$ cat src/core/irqfs_defines.svh
/*
  Register indices, field positions and reset values of the interrupt and
  FIFO status register group. Assumes byte address = index * 4 on APB.
*/
`ifndef IRQFS_DEFINES_SVH
`define IRQFS_DEFINES_SVH

// ==========================================
// register indices (byte address is index * 4)
`define IRQFS_IDX_CFG 10'h010
`define IRQFS_IDX_MASK_TIM 10'h015
`define IRQFS_IDX_MASK_ERR 10'h016
`define IRQFS_IDX_MAIN 10'h017
`define IRQFS_IDX_TIM 10'h018
`define IRQFS_IDX_ERR 10'h019
`define IRQFS_IDX_FIFO1 10'h01A
`define IRQFS_IDX_FIFO2 10'h01B

// ==========================================
// timer/nfc event register fields
`define IRQFS_TIM_DCT 7
`define IRQFS_TIM_NRE 6
`define IRQFS_TIM_GPE 5
`define IRQFS_TIM_EON 4
`define IRQFS_TIM_EOF 3
`define IRQFS_TIM_CAC 2
`define IRQFS_TIM_CAT 1
`define IRQFS_TIM_NFCT 0

// ==========================================
// error/wake-up event register fields
`define IRQFS_ERR_CRC 7
`define IRQFS_ERR_PAR 6
`define IRQFS_ERR_SOFT 5
`define IRQFS_ERR_HARD 4
`define IRQFS_ERR_WT 3
`define IRQFS_ERR_WAM 2
`define IRQFS_ERR_WPH 1
`define IRQFS_ERR_WCAP 0

// ==========================================
// fifo condition register fields, main summary bits, config bits
`define IRQFS_F2_UNF 6
`define IRQFS_F2_OVR 5
`define IRQFS_F2_NCP 4
`define IRQFS_F2_LB_HI 3
`define IRQFS_F2_LB_LO 1
`define IRQFS_F2_NP 0
`define IRQFS_MAIN_TIM 1
`define IRQFS_MAIN_ERR 0
`define IRQFS_CFG_WT_EVERY 0

// ==========================================
// reset values and limits
`define IRQFS_RST8 8'h00
`define IRQFS_RST7 7'h00
`define IRQFS_RST3 3'h0
`define IRQFS_ALL8 8'hFF
`define IRQFS_RST32 32'h0000_0000

`endif

$ cat src/core/irqfs_pkg.sv
/*
  Types of the interrupt and FIFO status register group.
  Assumes nothing beyond the defines header.
*/
package irqfs_pkg;

  // ==========================================
  // complete state of the register group
  typedef struct packed {
    logic [7:0] tim;
    logic [7:0] err;
    logic [7:0] mask_tim;
    logic [7:0] mask_err;
    logic [7:0] cfg;
    logic [6:0] cnt;
    logic unf;
    logic ovr;
    logic ncp;
    logic [2:0] lbits;
    logic np;
    logic irq;
    logic [31:0] prdata;
  } irqfs_state_t;

endpackage

$ cat src/core/irqfs_regs.sv
/*
  Interrupt source and FIFO status register group with APB slave,
  event masks, summary bits and one interrupt output.
  Assumes event inputs are one-cycle pulses and FIFO status inputs are
  levels, all from logic on mclk_i; set_default_i and fifo_clear_i are
  one-cycle pulses from the direct command decoder.
*/
`timescale 1ns/10ps
`include "irqfs_defines.svh"

// Summary of operation
// - flag command done and timer expiries
// - flag external field rising and falling
// - flag field found during collision avoidance
// - flag guard time elapsed after field on
// - flag initiator bit rate recognized as target
// - event registers zero on reset, set default
// - timer event register clears after read
// - error event register clears after read
// - flag crc, parity and hard framing errors
// - flag soft framing error
// - flag wake timeout when every-timeout option set
// - flag amplitude, phase, capacitance deltas
// - report seven bit unread byte count
// - fifo registers zero on reset, default, clear
// - flag fifo underflow and overflow
// - report incomplete last byte and bit count
// - flag missing parity, counts as framing error
// - empty fifo reads zero count, incomplete flag and bit count
// - summary bits clear via detailed read, set default or mask, never via own read
// - set mask bit blocks its interrupt
module irqfs_regs (
  input wire logic mclk_i,
  input wire logic rst_i,
  input wire logic psel_i,
  input wire logic penable_i,
  input wire logic pwrite_i,
  input wire logic [11:0] paddr_i,
  input wire logic [31:0] pwdata_i,
  output logic [31:0] prdata_o,
  output logic pready_o,
  output logic pslverr_o,
  input wire logic set_default_i,
  input wire logic fifo_clear_i,
  input wire logic cmd_done_evt_i,
  input wire logic noresp_timer_evt_i,
  input wire logic gp_timer_evt_i,
  input wire logic field_on_evt_i,
  input wire logic field_off_evt_i,
  input wire logic ca_collision_evt_i,
  input wire logic ca_guard_done_evt_i,
  input wire logic target_rate_evt_i,
  input wire logic crc_err_evt_i,
  input wire logic parity_err_evt_i,
  input wire logic soft_framing_evt_i,
  input wire logic hard_framing_evt_i,
  input wire logic wake_timer_evt_i,
  input wire logic ampl_delta_evt_i,
  input wire logic phase_delta_evt_i,
  input wire logic cap_delta_evt_i,
  input wire logic [6:0] fifo_count_i,
  input wire logic underflow_evt_i,
  input wire logic overflow_evt_i,
  input wire logic last_byte_incomplete_i,
  input wire logic [2:0] last_byte_bits_i,
  input wire logic last_byte_parity_missing_i,
  output logic irq_o,
  output logic wake_every_timeout_o
);
  import irqfs_pkg::*;

  irqfs_state_t st_r;
  irqfs_state_t st_nxt;

  // ==========================================
  // bus decode
  function automatic logic hit(input logic [11:0] addr, input logic [9:0] idx);
    hit = (addr[1:0] == 2'b00) && (addr[11:2] == idx);
  endfunction

  logic setup_ph;
  logic acc_done;
  logic rd_tim;
  logic rd_err;
  logic mapped;
  logic [7:0] tim_evt;
  logic [7:0] err_evt;
  logic [7:0] rd8;

  // setup captures read data, so the access phase never waits
  assign setup_ph = psel_i && !penable_i;
  assign acc_done = psel_i && penable_i;
  assign pready_o = acc_done;
  assign rd_tim = acc_done && !pwrite_i && hit(paddr_i, `IRQFS_IDX_TIM);
  assign rd_err = acc_done && !pwrite_i && hit(paddr_i, `IRQFS_IDX_ERR);
  assign mapped = hit(paddr_i, `IRQFS_IDX_CFG) || hit(paddr_i, `IRQFS_IDX_MASK_TIM)
    || hit(paddr_i, `IRQFS_IDX_MASK_ERR) || hit(paddr_i, `IRQFS_IDX_MAIN)
    || hit(paddr_i, `IRQFS_IDX_TIM) || hit(paddr_i, `IRQFS_IDX_ERR)
    || hit(paddr_i, `IRQFS_IDX_FIFO1) || hit(paddr_i, `IRQFS_IDX_FIFO2);
  assign pslverr_o = acc_done && !mapped;

  // ==========================================
  // event vectors in register bit order
  always_comb
  begin
    tim_evt = `IRQFS_RST8;
    tim_evt[`IRQFS_TIM_DCT] = cmd_done_evt_i;
    tim_evt[`IRQFS_TIM_NRE] = noresp_timer_evt_i;
    tim_evt[`IRQFS_TIM_GPE] = gp_timer_evt_i;
    tim_evt[`IRQFS_TIM_EON] = field_on_evt_i;
    tim_evt[`IRQFS_TIM_EOF] = field_off_evt_i;
    tim_evt[`IRQFS_TIM_CAC] = ca_collision_evt_i;
    tim_evt[`IRQFS_TIM_CAT] = ca_guard_done_evt_i;
    tim_evt[`IRQFS_TIM_NFCT] = target_rate_evt_i;
    err_evt = `IRQFS_RST8;
    err_evt[`IRQFS_ERR_CRC] = crc_err_evt_i;
    err_evt[`IRQFS_ERR_PAR] = parity_err_evt_i;
    // missing parity on a new last byte also reports as a soft framing error
    err_evt[`IRQFS_ERR_SOFT] = soft_framing_evt_i
      || (last_byte_parity_missing_i && !st_r.np);
    err_evt[`IRQFS_ERR_HARD] = hard_framing_evt_i;
    // one-shot mode keeps the wake timer quiet here
    err_evt[`IRQFS_ERR_WT] = wake_timer_evt_i && st_r.cfg[`IRQFS_CFG_WT_EVERY];
    err_evt[`IRQFS_ERR_WAM] = ampl_delta_evt_i;
    err_evt[`IRQFS_ERR_WPH] = phase_delta_evt_i;
    err_evt[`IRQFS_ERR_WCAP] = cap_delta_evt_i;
  end

  // ==========================================
  // next state
  always_comb
  begin
    st_nxt = st_r;
    // clear-on-read first, then events, so a same-cycle event survives
    if (rd_tim)
      st_nxt.tim = `IRQFS_RST8;
    if (rd_err)
      st_nxt.err = `IRQFS_RST8;
    if (set_default_i)
    begin
      st_nxt.tim = `IRQFS_RST8;
      st_nxt.err = `IRQFS_RST8;
      st_nxt.mask_tim = `IRQFS_RST8;
      st_nxt.mask_err = `IRQFS_RST8;
      st_nxt.cfg = `IRQFS_RST8;
    end
    st_nxt.tim = st_nxt.tim | tim_evt;
    st_nxt.err = st_nxt.err | err_evt;

    // fifo status follows the datapath, sticky flags hold until clear
    st_nxt.cnt = fifo_count_i;
    st_nxt.unf = st_r.unf || underflow_evt_i;
    st_nxt.ovr = st_r.ovr || overflow_evt_i;
    st_nxt.ncp = last_byte_incomplete_i;
    st_nxt.lbits = last_byte_incomplete_i ? last_byte_bits_i : `IRQFS_RST3;
    st_nxt.np = last_byte_parity_missing_i;
    if (fifo_count_i == `IRQFS_RST7)
    begin
      st_nxt.ncp = 1'b0;
      st_nxt.lbits = `IRQFS_RST3;
    end
    if (set_default_i || fifo_clear_i)
    begin
      st_nxt.cnt = `IRQFS_RST7;
      // a fault in the clear cycle itself still shows afterwards
      st_nxt.unf = underflow_evt_i;
      st_nxt.ovr = overflow_evt_i;
      st_nxt.ncp = 1'b0;
      st_nxt.lbits = `IRQFS_RST3;
      st_nxt.np = 1'b0;
    end

    // software writes to the masks and configuration
    if (acc_done && pwrite_i && !set_default_i)
    begin
      if (hit(paddr_i, `IRQFS_IDX_MASK_TIM))
        st_nxt.mask_tim = pwdata_i[7:0];
      if (hit(paddr_i, `IRQFS_IDX_MASK_ERR))
        st_nxt.mask_err = pwdata_i[7:0];
      if (hit(paddr_i, `IRQFS_IDX_CFG))
        st_nxt.cfg = pwdata_i[7:0];
    end

    // masked events never reach the pin
    st_nxt.irq = |(st_nxt.tim & ~st_nxt.mask_tim)
      || |(st_nxt.err & ~st_nxt.mask_err);

    // read data taken from the next state so nothing set at setup is lost
    rd8 = `IRQFS_RST8;
    if (hit(paddr_i, `IRQFS_IDX_CFG))
      rd8 = st_nxt.cfg;
    if (hit(paddr_i, `IRQFS_IDX_MASK_TIM))
      rd8 = st_nxt.mask_tim;
    if (hit(paddr_i, `IRQFS_IDX_MASK_ERR))
      rd8 = st_nxt.mask_err;
    if (hit(paddr_i, `IRQFS_IDX_MAIN))
    begin
      // summary bits derive from the detailed registers and masks, never cleared by this read
      rd8[`IRQFS_MAIN_TIM] = |(st_nxt.tim & ~st_nxt.mask_tim);
      rd8[`IRQFS_MAIN_ERR] = |(st_nxt.err & ~st_nxt.mask_err);
    end
    if (hit(paddr_i, `IRQFS_IDX_TIM))
      rd8 = st_nxt.tim;
    if (hit(paddr_i, `IRQFS_IDX_ERR))
      rd8 = st_nxt.err;
    if (hit(paddr_i, `IRQFS_IDX_FIFO1))
      rd8 = {1'b0, st_nxt.cnt};
    if (hit(paddr_i, `IRQFS_IDX_FIFO2))
    begin
      rd8[`IRQFS_F2_UNF] = st_nxt.unf;
      rd8[`IRQFS_F2_OVR] = st_nxt.ovr;
      rd8[`IRQFS_F2_NCP] = st_nxt.ncp;
      rd8[`IRQFS_F2_LB_HI:`IRQFS_F2_LB_LO] = st_nxt.lbits;
      rd8[`IRQFS_F2_NP] = st_nxt.np;
    end
    if (setup_ph && !pwrite_i)
      st_nxt.prdata = {24'h00_0000, rd8};
  end

  // ==========================================
  // state register
  always_ff @(posedge mclk_i or posedge rst_i)
  begin
    if (rst_i)
      st_r <= '0;
    else
      st_r <= st_nxt;
  end

  assign prdata_o = st_r.prdata;
  assign irq_o = st_r.irq;
  assign wake_every_timeout_o = st_r.cfg[`IRQFS_CFG_WT_EVERY];

  logic quiet_tim;
  logic quiet_err;
  assign quiet_tim = (tim_evt == `IRQFS_RST8);
  assign quiet_err = (err_evt == `IRQFS_RST8);
endmodule

$ cat config.mk
export PLATFORM = sky130hd
export DESIGN_NAME = irqfs_regs
export DESIGN_NICKNAME = d
export VERILOG_FILES = /design/src/core/irqfs_pkg.sv /design/src/core/irqfs_regs.sv
export VERILOG_INCLUDE_DIRS = /design/src /design/src/core
export SDC_FILE = /design/constraint.sdc
export NUM_CORES = 1
export LEC_CHECK = 0
export CAP_MARGIN = 20
export CORE_AREA = 2 2 92 94
export DETAILED_ROUTE_END_ITERATION = 6
export DIE_AREA = 0 0 94 96
export DONT_BUFFER_PORTS = 1
export PLACE_DENSITY = 0.66
export REMOVE_ABC_BUFFERS = 1
export SLEW_MARGIN = 30
export SYNTH_ARGS = -nofsm -noshare
export SYNTH_HDL_FRONTEND = slang
export SYNTH_SLANG_ARGS = --single-unit
$ cat constraint.sdc
create_clock -name mclk_i -period 1.8 [get_ports mclk_i]
set_input_delay 0.09 -clock mclk_i [delete_from_list [all_inputs] [get_ports mclk_i]]
set_output_delay 0.09 -clock mclk_i [all_outputs]
set_load 0.03 [all_outputs]
After elaboration in Yosys (flattened, before gate mapping)
Cells that the tools add are included.

Register bits: 52. Output and inout bits: 36. Word-level logic and storage cells: 82. Input bits: 81.

Bitwise operators: 6. Multiplexer cells: 18. Reductions and logical operators: 40. Equality and inequality tests: 8.

Operator list (count): 8-bit two-way mux (11); 10-bit by 5-bit equality test with 1-bit output (second input constant) (8); 40-bit two-way mux (1); 24-bit two-way mux (1); 1-bit logical AND (19); 8-bit AND (2); 8-bit NOT (2); 8-bit bitwise OR (2); 8-bit OR reduction (2); 14-bit two-way mux (1); 1-bit logical OR (12); 7-bit logical NOT (1); 7-bit two-way mux (1); 1-bit logical NOT (5); 4-bit two-way mux (1); 3-bit two-way mux (1); 2-bit logical NOT (1); 2-bit two-way mux (1).

Longest topological paths before layout
Gate-level depths: netlist (run 1).

Word-level depth: 15. Gate-level depth with buffers: 9. Gate-level depth less buffers: 7.

Worst setup path after synthesis (run 1)
No wires, ideal clock.

Path kind: input to register. Start point: in paddr_i[2]. End point: reg st_r, in the netlist prdata_o[5]. Stages: 8. Slack: -0.147 ns. Data required time: 1.672 ns. Path buffers: 1. Setup time: 0.128 ns. Data arrival time: 1.819 ns. Cells stage by stage: clkbuf_1 -> nor4bb_1 -> nand4_2 -> mux2i_1 -> inv_1 -> a221o_1 -> o221ai_1 -> a21oi_1.

RTL lines: start, declared (RTL line irqfs_regs.sv:38) `input wire logic [11:0] paddr_i,`; end signal, assigned (RTL line irqfs_regs.sv:227) `st_r <= st_nxt;`; end, declared (RTL line irqfs_regs.sv:72) `irqfs_state_t st_r;`.

==> run metrics, run 1 <==
VDD IR max=374.1 uV; WP buf/inv=1; Syn Inst Count=390; # Max-Cap Violations=0; WL final=10030 um; layout cells sized above 1=15.35%; CP Capture Type=register; Iter 0 DRT Violations=153; simple-gate share of the synthesized area=23.51%; worst rel slew slack=62.86%; Die Wd=94 um; crit path DAT=1860 ps; slowest stage delay, CP=430 ps; die area=0.009024 mm^2; Worst R2R End=prdata_o[0]; Area contributors post-synth=dfrtp_1 (38%), buf_4 (7.0%), nor2b_1 (6.1%); final setup fails=0; R2R Setup Slk=120 ps; first-pass GRT wire length=15480 um; post-place setup slack=-154.9 ps; vias=3127; largest net degree at the start of global routing=41; count leader, synth=dfrtp_1; Remaining DRCs=0; adder-cell share of the synthesized area=0%; Slew Viols, Final=0; worst clock skew=6.535 ps; slowest cell on the critical path=a2111oi_0; Via-to-Cell Ratio=5.706; diode count=0; Fin. Hold Viols=0; cell area after synthesis=0.003411 mm^2; initial antenna violation count=0; Post-CTS Setup Bufs=0; fin cells=548; nets@finish=523; All-Layer GR Usage=22.39%; Worst-Margin Slew=556.2 ps; min cycle time layout=1679 ps; chip height=96 um; ys async rst share=100.0%; Max FO, Critical Path=2; Worst-path clk slew=100 ps; Clock Path Buffers=2; kind of critical path=reg -> reg; vias in the first global route=3005; worst path cell trace=inv_1 > a2111oi_0 > a21oi_1 > a22oi_1 > and4_1 > o211ai_1; Synth Area in Compound Gates=20.51%; CP delay by family, top=compound AO/OA/AOI/OAI gates; Worst Hold Class=in -> reg; Num CTS Buffers=5; fillers=756; Core ar.=0.008051 mm^2; port buffer count=0; Post-synth EDFFs=0; GR Overflow Total=0; CTS tree=built; CP required=1980 ps; Synth Area per Inst=8.746 um^2; FF+latch count, synth=52; worst setup margin=121.1 ps; YS warnings=0; Crit. Startpoint=st_r[33]; unrepaired setup endpoints after global routing=no; Clk Latency, worst-skew pair=310 ps; register area share after synthesis=38.15%; Main synth FF type=dfrtp_1; setup TNS=0 ps; largest family of logic cells by synthesized area=simple AND/OR/NAND/NOR gates; Synth-to-Final Area Change=19.30%; Hold Path Stages=2; Post-synth top cells=dfrtp_1 (52), nor2b_1 (33), buf_4 (32), o21ai_0 (30), inv_1 (28); Post-Synth XOR/XNOR Area=0%; # IOs=117; r2r startpoint=st_r[33]; Netlist cell types=51; DP Wirelength=7291 um; CTS Sinks=52; htree depth=2; min-delay src=wake_timer_evt_i; Layout Utilization=50.54%; ANT nets after route=0; Synth area leader=dfrtp_1; status=finished clean; Site Rows=33; period utilisation layout=93.27%; routed length per instance=18.31 um; PnR Total Power=2.531 mW; Power per Cell Area=622.1 mW/mm^2; worst reg2reg path depth=6; fmax=0.5956 GHz; Synth top area share=38.15%; routability-driven placement congestion ratio=0.8654; crit start category=register; starting density of the core=42.36%; Leakage=1.937 nW; Root Buffer=clkbuf_8; WHS Endpoint=st_r[74]; TritonRoute pass-1 iters=5; cell count after placement=518; post-synthesis mux area share=5.613%
## per-layer routing
layer	global-route usage [%]	vias up	routed length [um]
met4	6.884	0	222
met1	30.83	1526	4353
li1	-	1442	-
met2	35.95	140	4690
met5	0	-	0
met3	4.229	19	766
## worst max-delay path by stage
| stage | to | slack, ps | cells after the start |
|---|---|---|---|
| 3_3_place_gp | prdata_o[0] | -110 | 6 |
| 5_1_grt | st_r[50] | 20 | 7 |
| 3_5_place_dp | prdata_o[0] | -150 | 6 |
| 6_report | prdata_o[0] | 120 | 6 |
| 2_1_floorplan | prdata_o[5] | -320 | 7 |
| 4_1_cts | st_r[51] | 30 | 7 |
## power by group
part / internal [mW] / total (mW) / switching [mW] / leakage, nW
sequential: 1.22 / 1.29 / 0.0744 / 0.642
combinational: 0.146 / 0.372 / 0.226 / 1.23
clock: 0.455 / 0.868 / 0.413 / 0.0614
total: 1.82 / 2.53 / 0.713 / 1.94
## kinds of logic after synthesis
| group | after synthesis |
|---|---|
| buf+inv | 78 |
| compound gates | 106 |
| other cells | 1 |
| simple gates | 134 |
| mux | 19 |
| flops | 52 |
## sequential cells by signal (all words and copies together), names as in the netlist
signal,count
st_r,42
prdata_o,8
irq_o,1
wake_every_timeout_o,1
## layout by cell type, fill, tap and decap left out, types with 4 or more instances in the layout
cell type,count
dlygate4sd3_1,22
a22oi_1,8
a211oi_1,4
o21ai_0,30
conb_1,24
o211ai_1,4
mux2i_1,18
nand2_1,22
o22ai_1,4
nand4_1,5
a21oi_1,18
nand3_1,4
nand3b_1,7
nor3_1,8
nand2b_1,5
o31ai_1,8
buf_4,47
nor2_1,23
inv_1,27
dfrtp_1,52
nor2b_1,33
o221ai_1,6
and2_1,6
clkbuf_8,6
a221oi_1,5
## worst register-to-register path: cells and delay by family (launching register included)
family | cells | cell delay (ps)
AO/OA/AOI/OAI | 4 | 930
buffers and inverters | 1 | 40
flip-flops | 1 | 330
AND/OR/NAND/NOR | 1 | 240
## what timing repair did
action | 4_1_cts | 5_1_grt
hold buffers | 21 | 1
setup endpoints to repair | 0 | 2
resized for setup | 0 | 3
endpoints found under the hold margin | 48 | 1
## cell type report
| cell class | count | area [um^2] | share of cell area (%) |
|---|---|---|---|
| clock buffers | 6 | 82.58 | 2.030 |
| clock inverters | 2 | 38.79 | 0.9533 |
| inverters | 28 | 105.1 | 2.583 |
| multi-input cells | 283 | 1785 | 43.88 |
| flip-flops and latches | 52 | 1301 | 31.98 |
| well taps | 105 | 131.4 | 3.229 |
| repair buffers | 72 | 624.3 | 15.34 |
## per-stage QoR
| stage | hold slack (ps) | area [um^2] |
|---|---|---|
| floorplan | 193.8 | 3189 |
| global placement | 48.51 | 3721 |
| detailed placement | 59.20 | 3721 |
| CTS | 1.430 | 4053 |
| global route | 4.955 | 4069 |
| finish | 11.87 | 4069 |
(Power assumes the default switching activity.)
==> run 2, diff against run 1 <==
- CORE_AREA: 2 2 92 94 -> 2 2 82 84
- DIE_AREA: 0 0 94 96 -> 0 0 84 86
- PLACE_DENSITY: 0.66 -> 0.78
==> run 2 against run 1 <==
The flow now finishes with violations (hold timing). Die area decreased by 20%. Routed wire length down 4.6%. Via count rose by 0.51%. Combinational power is 3% lower. Flip-flop and latch count unchanged. First-iteration DRC count rose to 2.7 times the previous value. Non-clock buffer count shrank 5. Critical path type is now in -> reg. Largest power group unchanged.
==> run metrics, run 2 (synthesis gave the netlist of run 1 again) <==
diode count=0; routed length per instance=18.61 um; CTS Sinks=52; PnR Total Power=2.315 mW; setup TNS=0 ps; Root Buffer=clkbuf_8; WL final=9568 um; vias in the first global route=3035; Slew Viols, Final=0; unrepaired setup endpoints after global routing=no; Clock Path Buffers=2; Max FO, Critical Path=8; CP delay by family, top=simple AND/OR/NAND/NOR gates; WP buf/inv=0; worst rel slew slack=54.59%; Via-to-Cell Ratio=6.115; commonest cells after routing, fill and taps aside=dfrtp_1 (52), buf_4 (46), nor2b_1 (33); Site Rows=29; final setup fails=0; routability-driven placement congestion ratio=0.9313; min cycle time layout=1634 ps; Fin. Hold Viols=2; worst path cell trace=or4_1 > o31ai_2 > nand3_1 > a22oi_1 > and4_1 > o211ai_1; failing checks=hold timing; largest net degree at the start of global routing=53; Core ar.=0.006277 mm^2; Placed Instance Area=0.003651 mm^2; crit path DAT=1820 ps; TritonRoute pass-1 iters=5; htree depth=2; vias=3143; kind of critical path=in -> reg; CP Capture Type=register; nets@finish=518; design area=0.003938 mm^2; DP Wirelength=7016 um; GR Overflow Total=0; Power per Cell Area=587.9 mW/mm^2; most common cell after layout, fill and taps aside=dfrtp_1; Synth-to-Final Area Change=15.44%; port buffer count=0; ANT nets after route=0; CP required=1990 ps; Leakage=1.877 nW; starting density of the core=54.34%; slowest cell on the critical path=or4_1; # Max-Cap Violations=0; fmax=0.6118 GHz; layout cells sized above 1=14.65%; Iter 0 DRT Violations=407; CTS tree=built; crit start category=input port; Clk Latency, worst-skew pair=320 ps; period utilisation layout=90.80%; Worst-path clk slew=90 ps; Largest Register=st_r; worst hold slack=-5.057 ps; status=finished with violations; initial antenna violation count=0; Remaining DRCs=0; max reg flops=42; first-pass GRT wire length=15050 um; Num CTS Buffers=5; Die Wd=84 um; fillers=520; die area=0.007224 mm^2; All-Layer GR Usage=26.35%; Worst Hold Class=in -> reg; Worst-Margin Slew=681.2 ps; chip height=86 um; worst clock skew=19.69 ps; slowest stage delay, CP=680 ps; # IOs=117; VDD IR max=420.1 uV
run 2: cell type report:
class,count,area (um^2),area share [%]
inverters,28,105.1,2.669
clock inverters,2,12.51,0.3178
flip-flops and latches,52,1301,33.05
repair buffers,67,565.5,14.36
clock buffers,5,68.82,1.748
multi-input cells,283,1788,45.41
well taps,77,96.34,2.447
run 2: path summary, 6_finish.rpt:
| check | cells after the start | endpoint | slack [ps] | startpoint |
|---|---|---|---|---|
| worst max-delay path | 6 | prdata_o[0] | 170 | paddr_i[1] |
| worst min-delay path | 2 | st_r[49] | -5 | set_default_i |
| worst max register to register | 6 | prdata_o[1] | 190 | st_r[84] |
| worst min register to register | 1 | st_r[38] | 480 | st_r[38] |
| max in group asynchronous | 3 | st_r[74] | 940 | rst_i |
| min in group asynchronous | 3 | st_r[49] | 410 | rst_i |
run 2: power breakdown:
part | switching [mW] | leakage, nW | internal [mW] | total (mW)
Sequential | 0.0737 | 0.642 | 1.22 | 1.29
Clock | 0.399 | 0.0400 | 0.264 | 0.663
Combinational | 0.224 | 1.19 | 0.138 | 0.361
run 2: what timing repair did:
| item | CTS | global route |
|---|---|---|
| buffers inserted | 0 | 0 |
| hold endpoints to repair | 75 | 0 |
| hold buffers | 20 | 0 |
| resized for setup | 0 | 1 |
| endpoints found under the setup margin | 0 | 1 |
run 2: per-stage QoR:
step / setup WS (ps) / util [%] / instances
floorplan: -320.3 / - / 363
global placement: -122.4 / 58.16 / 487
detailed placement: -148.4 / 58.16 / 487
CTS: 179.4 / 62.65 / 514
global route: 59.48 / 62.73 / 514
finish: 165.6 / 62.73 / 514
run 2: metal layers:
metal,track usage [%],wire [um],vias up
met5,0,0,-
met2,45.96,4645,181
met4,6.891,251,0
li1,-,-,1430
met1,33.62,3826,1504
met3,5.390,845,28
==> run 3, diff against run 2 <==
- ABC_AREA: not set -> 1
- CORE_AREA: 2 2 82 84 -> 2 2 84 86
- DIE_AREA: 0 0 84 86 -> 0 0 86 88
==> run 3 against run 2 <==
The flow now finishes without violations. Fmax decreased by 2.6%. Non-clock buffer count decreased by 4. Synthesized cell count increased by 33%. Highest routed layer unchanged. Critical path depth increased by 6. Clock power increased by 18%. Critical path type is now in -> out. Clock-buffer cell count increased by 1.
==> run metrics, run 3 <==
design area=0.004114 mm^2; TritonRoute pass-1 iters=5; Power per Cell Area=590.0 mW/mm^2; commonest cells after routing, fill and taps aside=nand2_1 (160), inv_1 (88), dfrtp_1 (52); htree depth=2; slowest stage delay, CP=240 ps; min-delay src=set_default_i; Area contributors post-synth=dfrtp_1 (37%), nand2_1 (17%), inv_1 (9.4%); WL final=9368 um; vias in the first global route=3170; Clk Latency, worst-skew pair=300 ps; Die Wd=86 um; # IOs=117; Clock Power Share=32.2%; CP required=1710 ps; Fin. Hold Viols=0; ANT nets after route=0; register area share after synthesis=36.70%; Slew Viols, Final=0; chip height=88 um; Switching Share=27.72%; nets@finish=650; diode count=0; Layout Utilization=61.92%; fmax=0.5956 GHz; # Max-Cap Violations=0; Worst Hold Class=in -> reg; crit path DAT=1590 ps; Post-synth EDFFs=0; Num CTS Buffers=5; Iter 0 DRT Violations=260; largest net degree at the start of global routing=28; count leader, synth=nand2_1; Placed Instance Area=0.003760 mm^2; first-pass GRT wire length=14820 um; starting density of the core=53.37%; DP Wirelength=7094 um; Synth Area per Inst=6.859 um^2; worst path cell trace=inv_1 > nor2_2 > nand2_4 > nor2_4 > buf_4 > buf_4 > inv_1 > nor3_1 > inv_1 > nand4_1 > nor4_2 > buf_4; Netlist cell types=34; Site Rows=30; worst clock skew=6.598 ps; vias=3372; met3 WL=606 um; r2r startpoint=st_r[86]; Met2 Wirelength=4615 um; CTS Sinks=52; Psw=0.6728 mW; VDD IR max=339.6 uV; worst hold slack=10.30 ps; Core ar.=0.006644 mm^2; initial antenna violation count=0; Post-synth top cells=nand2_1 (160), inv_1 (89), dfrtp_1 (52), nand3_1 (38), nor2_1 (36); CTS tree=built; period utilisation layout=93.27%; slowest cell on the critical path=nor4_2; layout cells sized above 1=15.09%; status=finished clean; Crit. Startpoint=paddr_i[6]; wire length on met1=3967 um; ys async rst share=100.0%; FF+latch count, synth=52; final setup fails=0; Leakage=2.363 nW; YS warnings=0; Post-CTS Setup Bufs=0; CP delay by family, top=buffers and inverters; Main synth FF type=dfrtp_1; routability-driven placement congestion ratio=0.9613; crit start category=input port; Synth-to-Final Area Change=16.02%; Max FO, Critical Path=8; CP Capture Type=primary output; cell area after synthesis=0.003546 mm^2; Synth area leader=dfrtp_1; WP buf/inv=6; min cycle time layout=1679 ps; top sig layer=met4; All-Layer GR Usage=25.23%; Root Buffer=clkbuf_8; max reg flops=42; most common cell after layout, fill and taps aside=nand2_1; routed length per instance=14.41 um; port buffer count=0; Remaining DRCs=0; Synth top area share=36.70%; Worst-path clk slew=90 ps; combinational share of power=16.2%; unrepaired setup endpoints after global routing=no; Syn Inst Count=517; Clock Path Buffers=2; design internal power=1.754 mW; Seq pwr share=51.6%; GR Overflow Total=0; kind of critical path=in -> out; Largest Register=st_r; die area=0.007568 mm^2; Via-to-Cell Ratio=5.188
==> run 3: changes by cell type in the layout (fill, tap and decap cells not counted), sizes merged, moves of 13 or more <==
cell   delta
nor2b    -33
mux2i    -18
inv      +66
nand2   +144
nor2     +28
a21oi    -13
nand3    +39
==> run 3: timing repair <==
item                                    CTS  global route
endpoints found under the setup margin    0             1
resized for setup                         0             1
hold buffers                             23             1
hold endpoints to repair                 73             1
==> run 3: worst reg2reg max path, delay by kind of cell (launching register included) <==
| family | cells | cell delay (ps) |
|---|---|---|
| DFF | 1 | 370 |
| buffers and inverters | 2 | 90 |
| and+or+nand+nor | 12 | 890 |
==> run 3: path summary, 6_finish.rpt <==
path	endpoint	slack, ps	cells after the start
setup / recovery	pslverr_o	120	12
hold / removal	st_r[81]	10	3
setup reg to reg	prdata_o[1]	340	14
hold reg to reg	st_r[38]	490	1
max in group asynchronous	st_r[63]	1160	3
min in group asynchronous	st_r[80]	160	2
==> run 3: final cells by class <==
class                      instances  area [um^2]
clock inverter                     2        35.03
multi-input combinational        353         1692
sequential                        52         1301
clock buffer                       6        72.57
inverter                          94        355.3
tap                               80        100.1
timing repair buffer              63        558.0
fill                             588         2530
==> run 3: power groups by stage <==
| stage | Sequential (mW) | Clock (mW) | Combinational (mW) |
|---|---|---|---|
| global route | 1.26 | 0.840 | 0.434 |
| CTS | 1.25 | 0.795 | 0.385 |
| global placement | 1.27 | 0 | 0.331 |
| finish | 1.25 | 0.782 | 0.393 |
| floorplan | 1.27 | 0 | 0.250 |
| detailed placement | 1.28 | 0 | 0.339 |
==> run 3: cells by family (layout without fill, tap and decap cells) <==
group | count (synthesis) | count (layout) | share of synthesized area (%)
and+or+nand+nor | 290 | 290 | 38.64
DFF | 52 | 52 | 36.70
AOI/OAI and AO/OA | 39 | 39 | 6.351
buffers and inverters | 135 | 165 | 18.21
other | 1 | 24 | 0.1058
==> run 3: per-layer routing <==
metal | global-route usage (%) | vias up
met5 | 0 | -
met4 | 7.648 | 0
met3 | 4.053 | 17
met2 | 42.71 | 154
met1 | 33.43 | 1553
li1 | - | 1648
==> run 3: through the flow <==
step                      setup WS, ps  TNS (ps)  cells  power, mW
after floorplan                 -141.7    -357.3    499      1.520
after global placement           7.871         0    618      1.605
after detailed placement        -29.80    -77.76    618      1.615
after CTS                        93.51         0    649      2.433
after global routing             44.59         0    650      2.531
final                            121.1         0    650      2.427
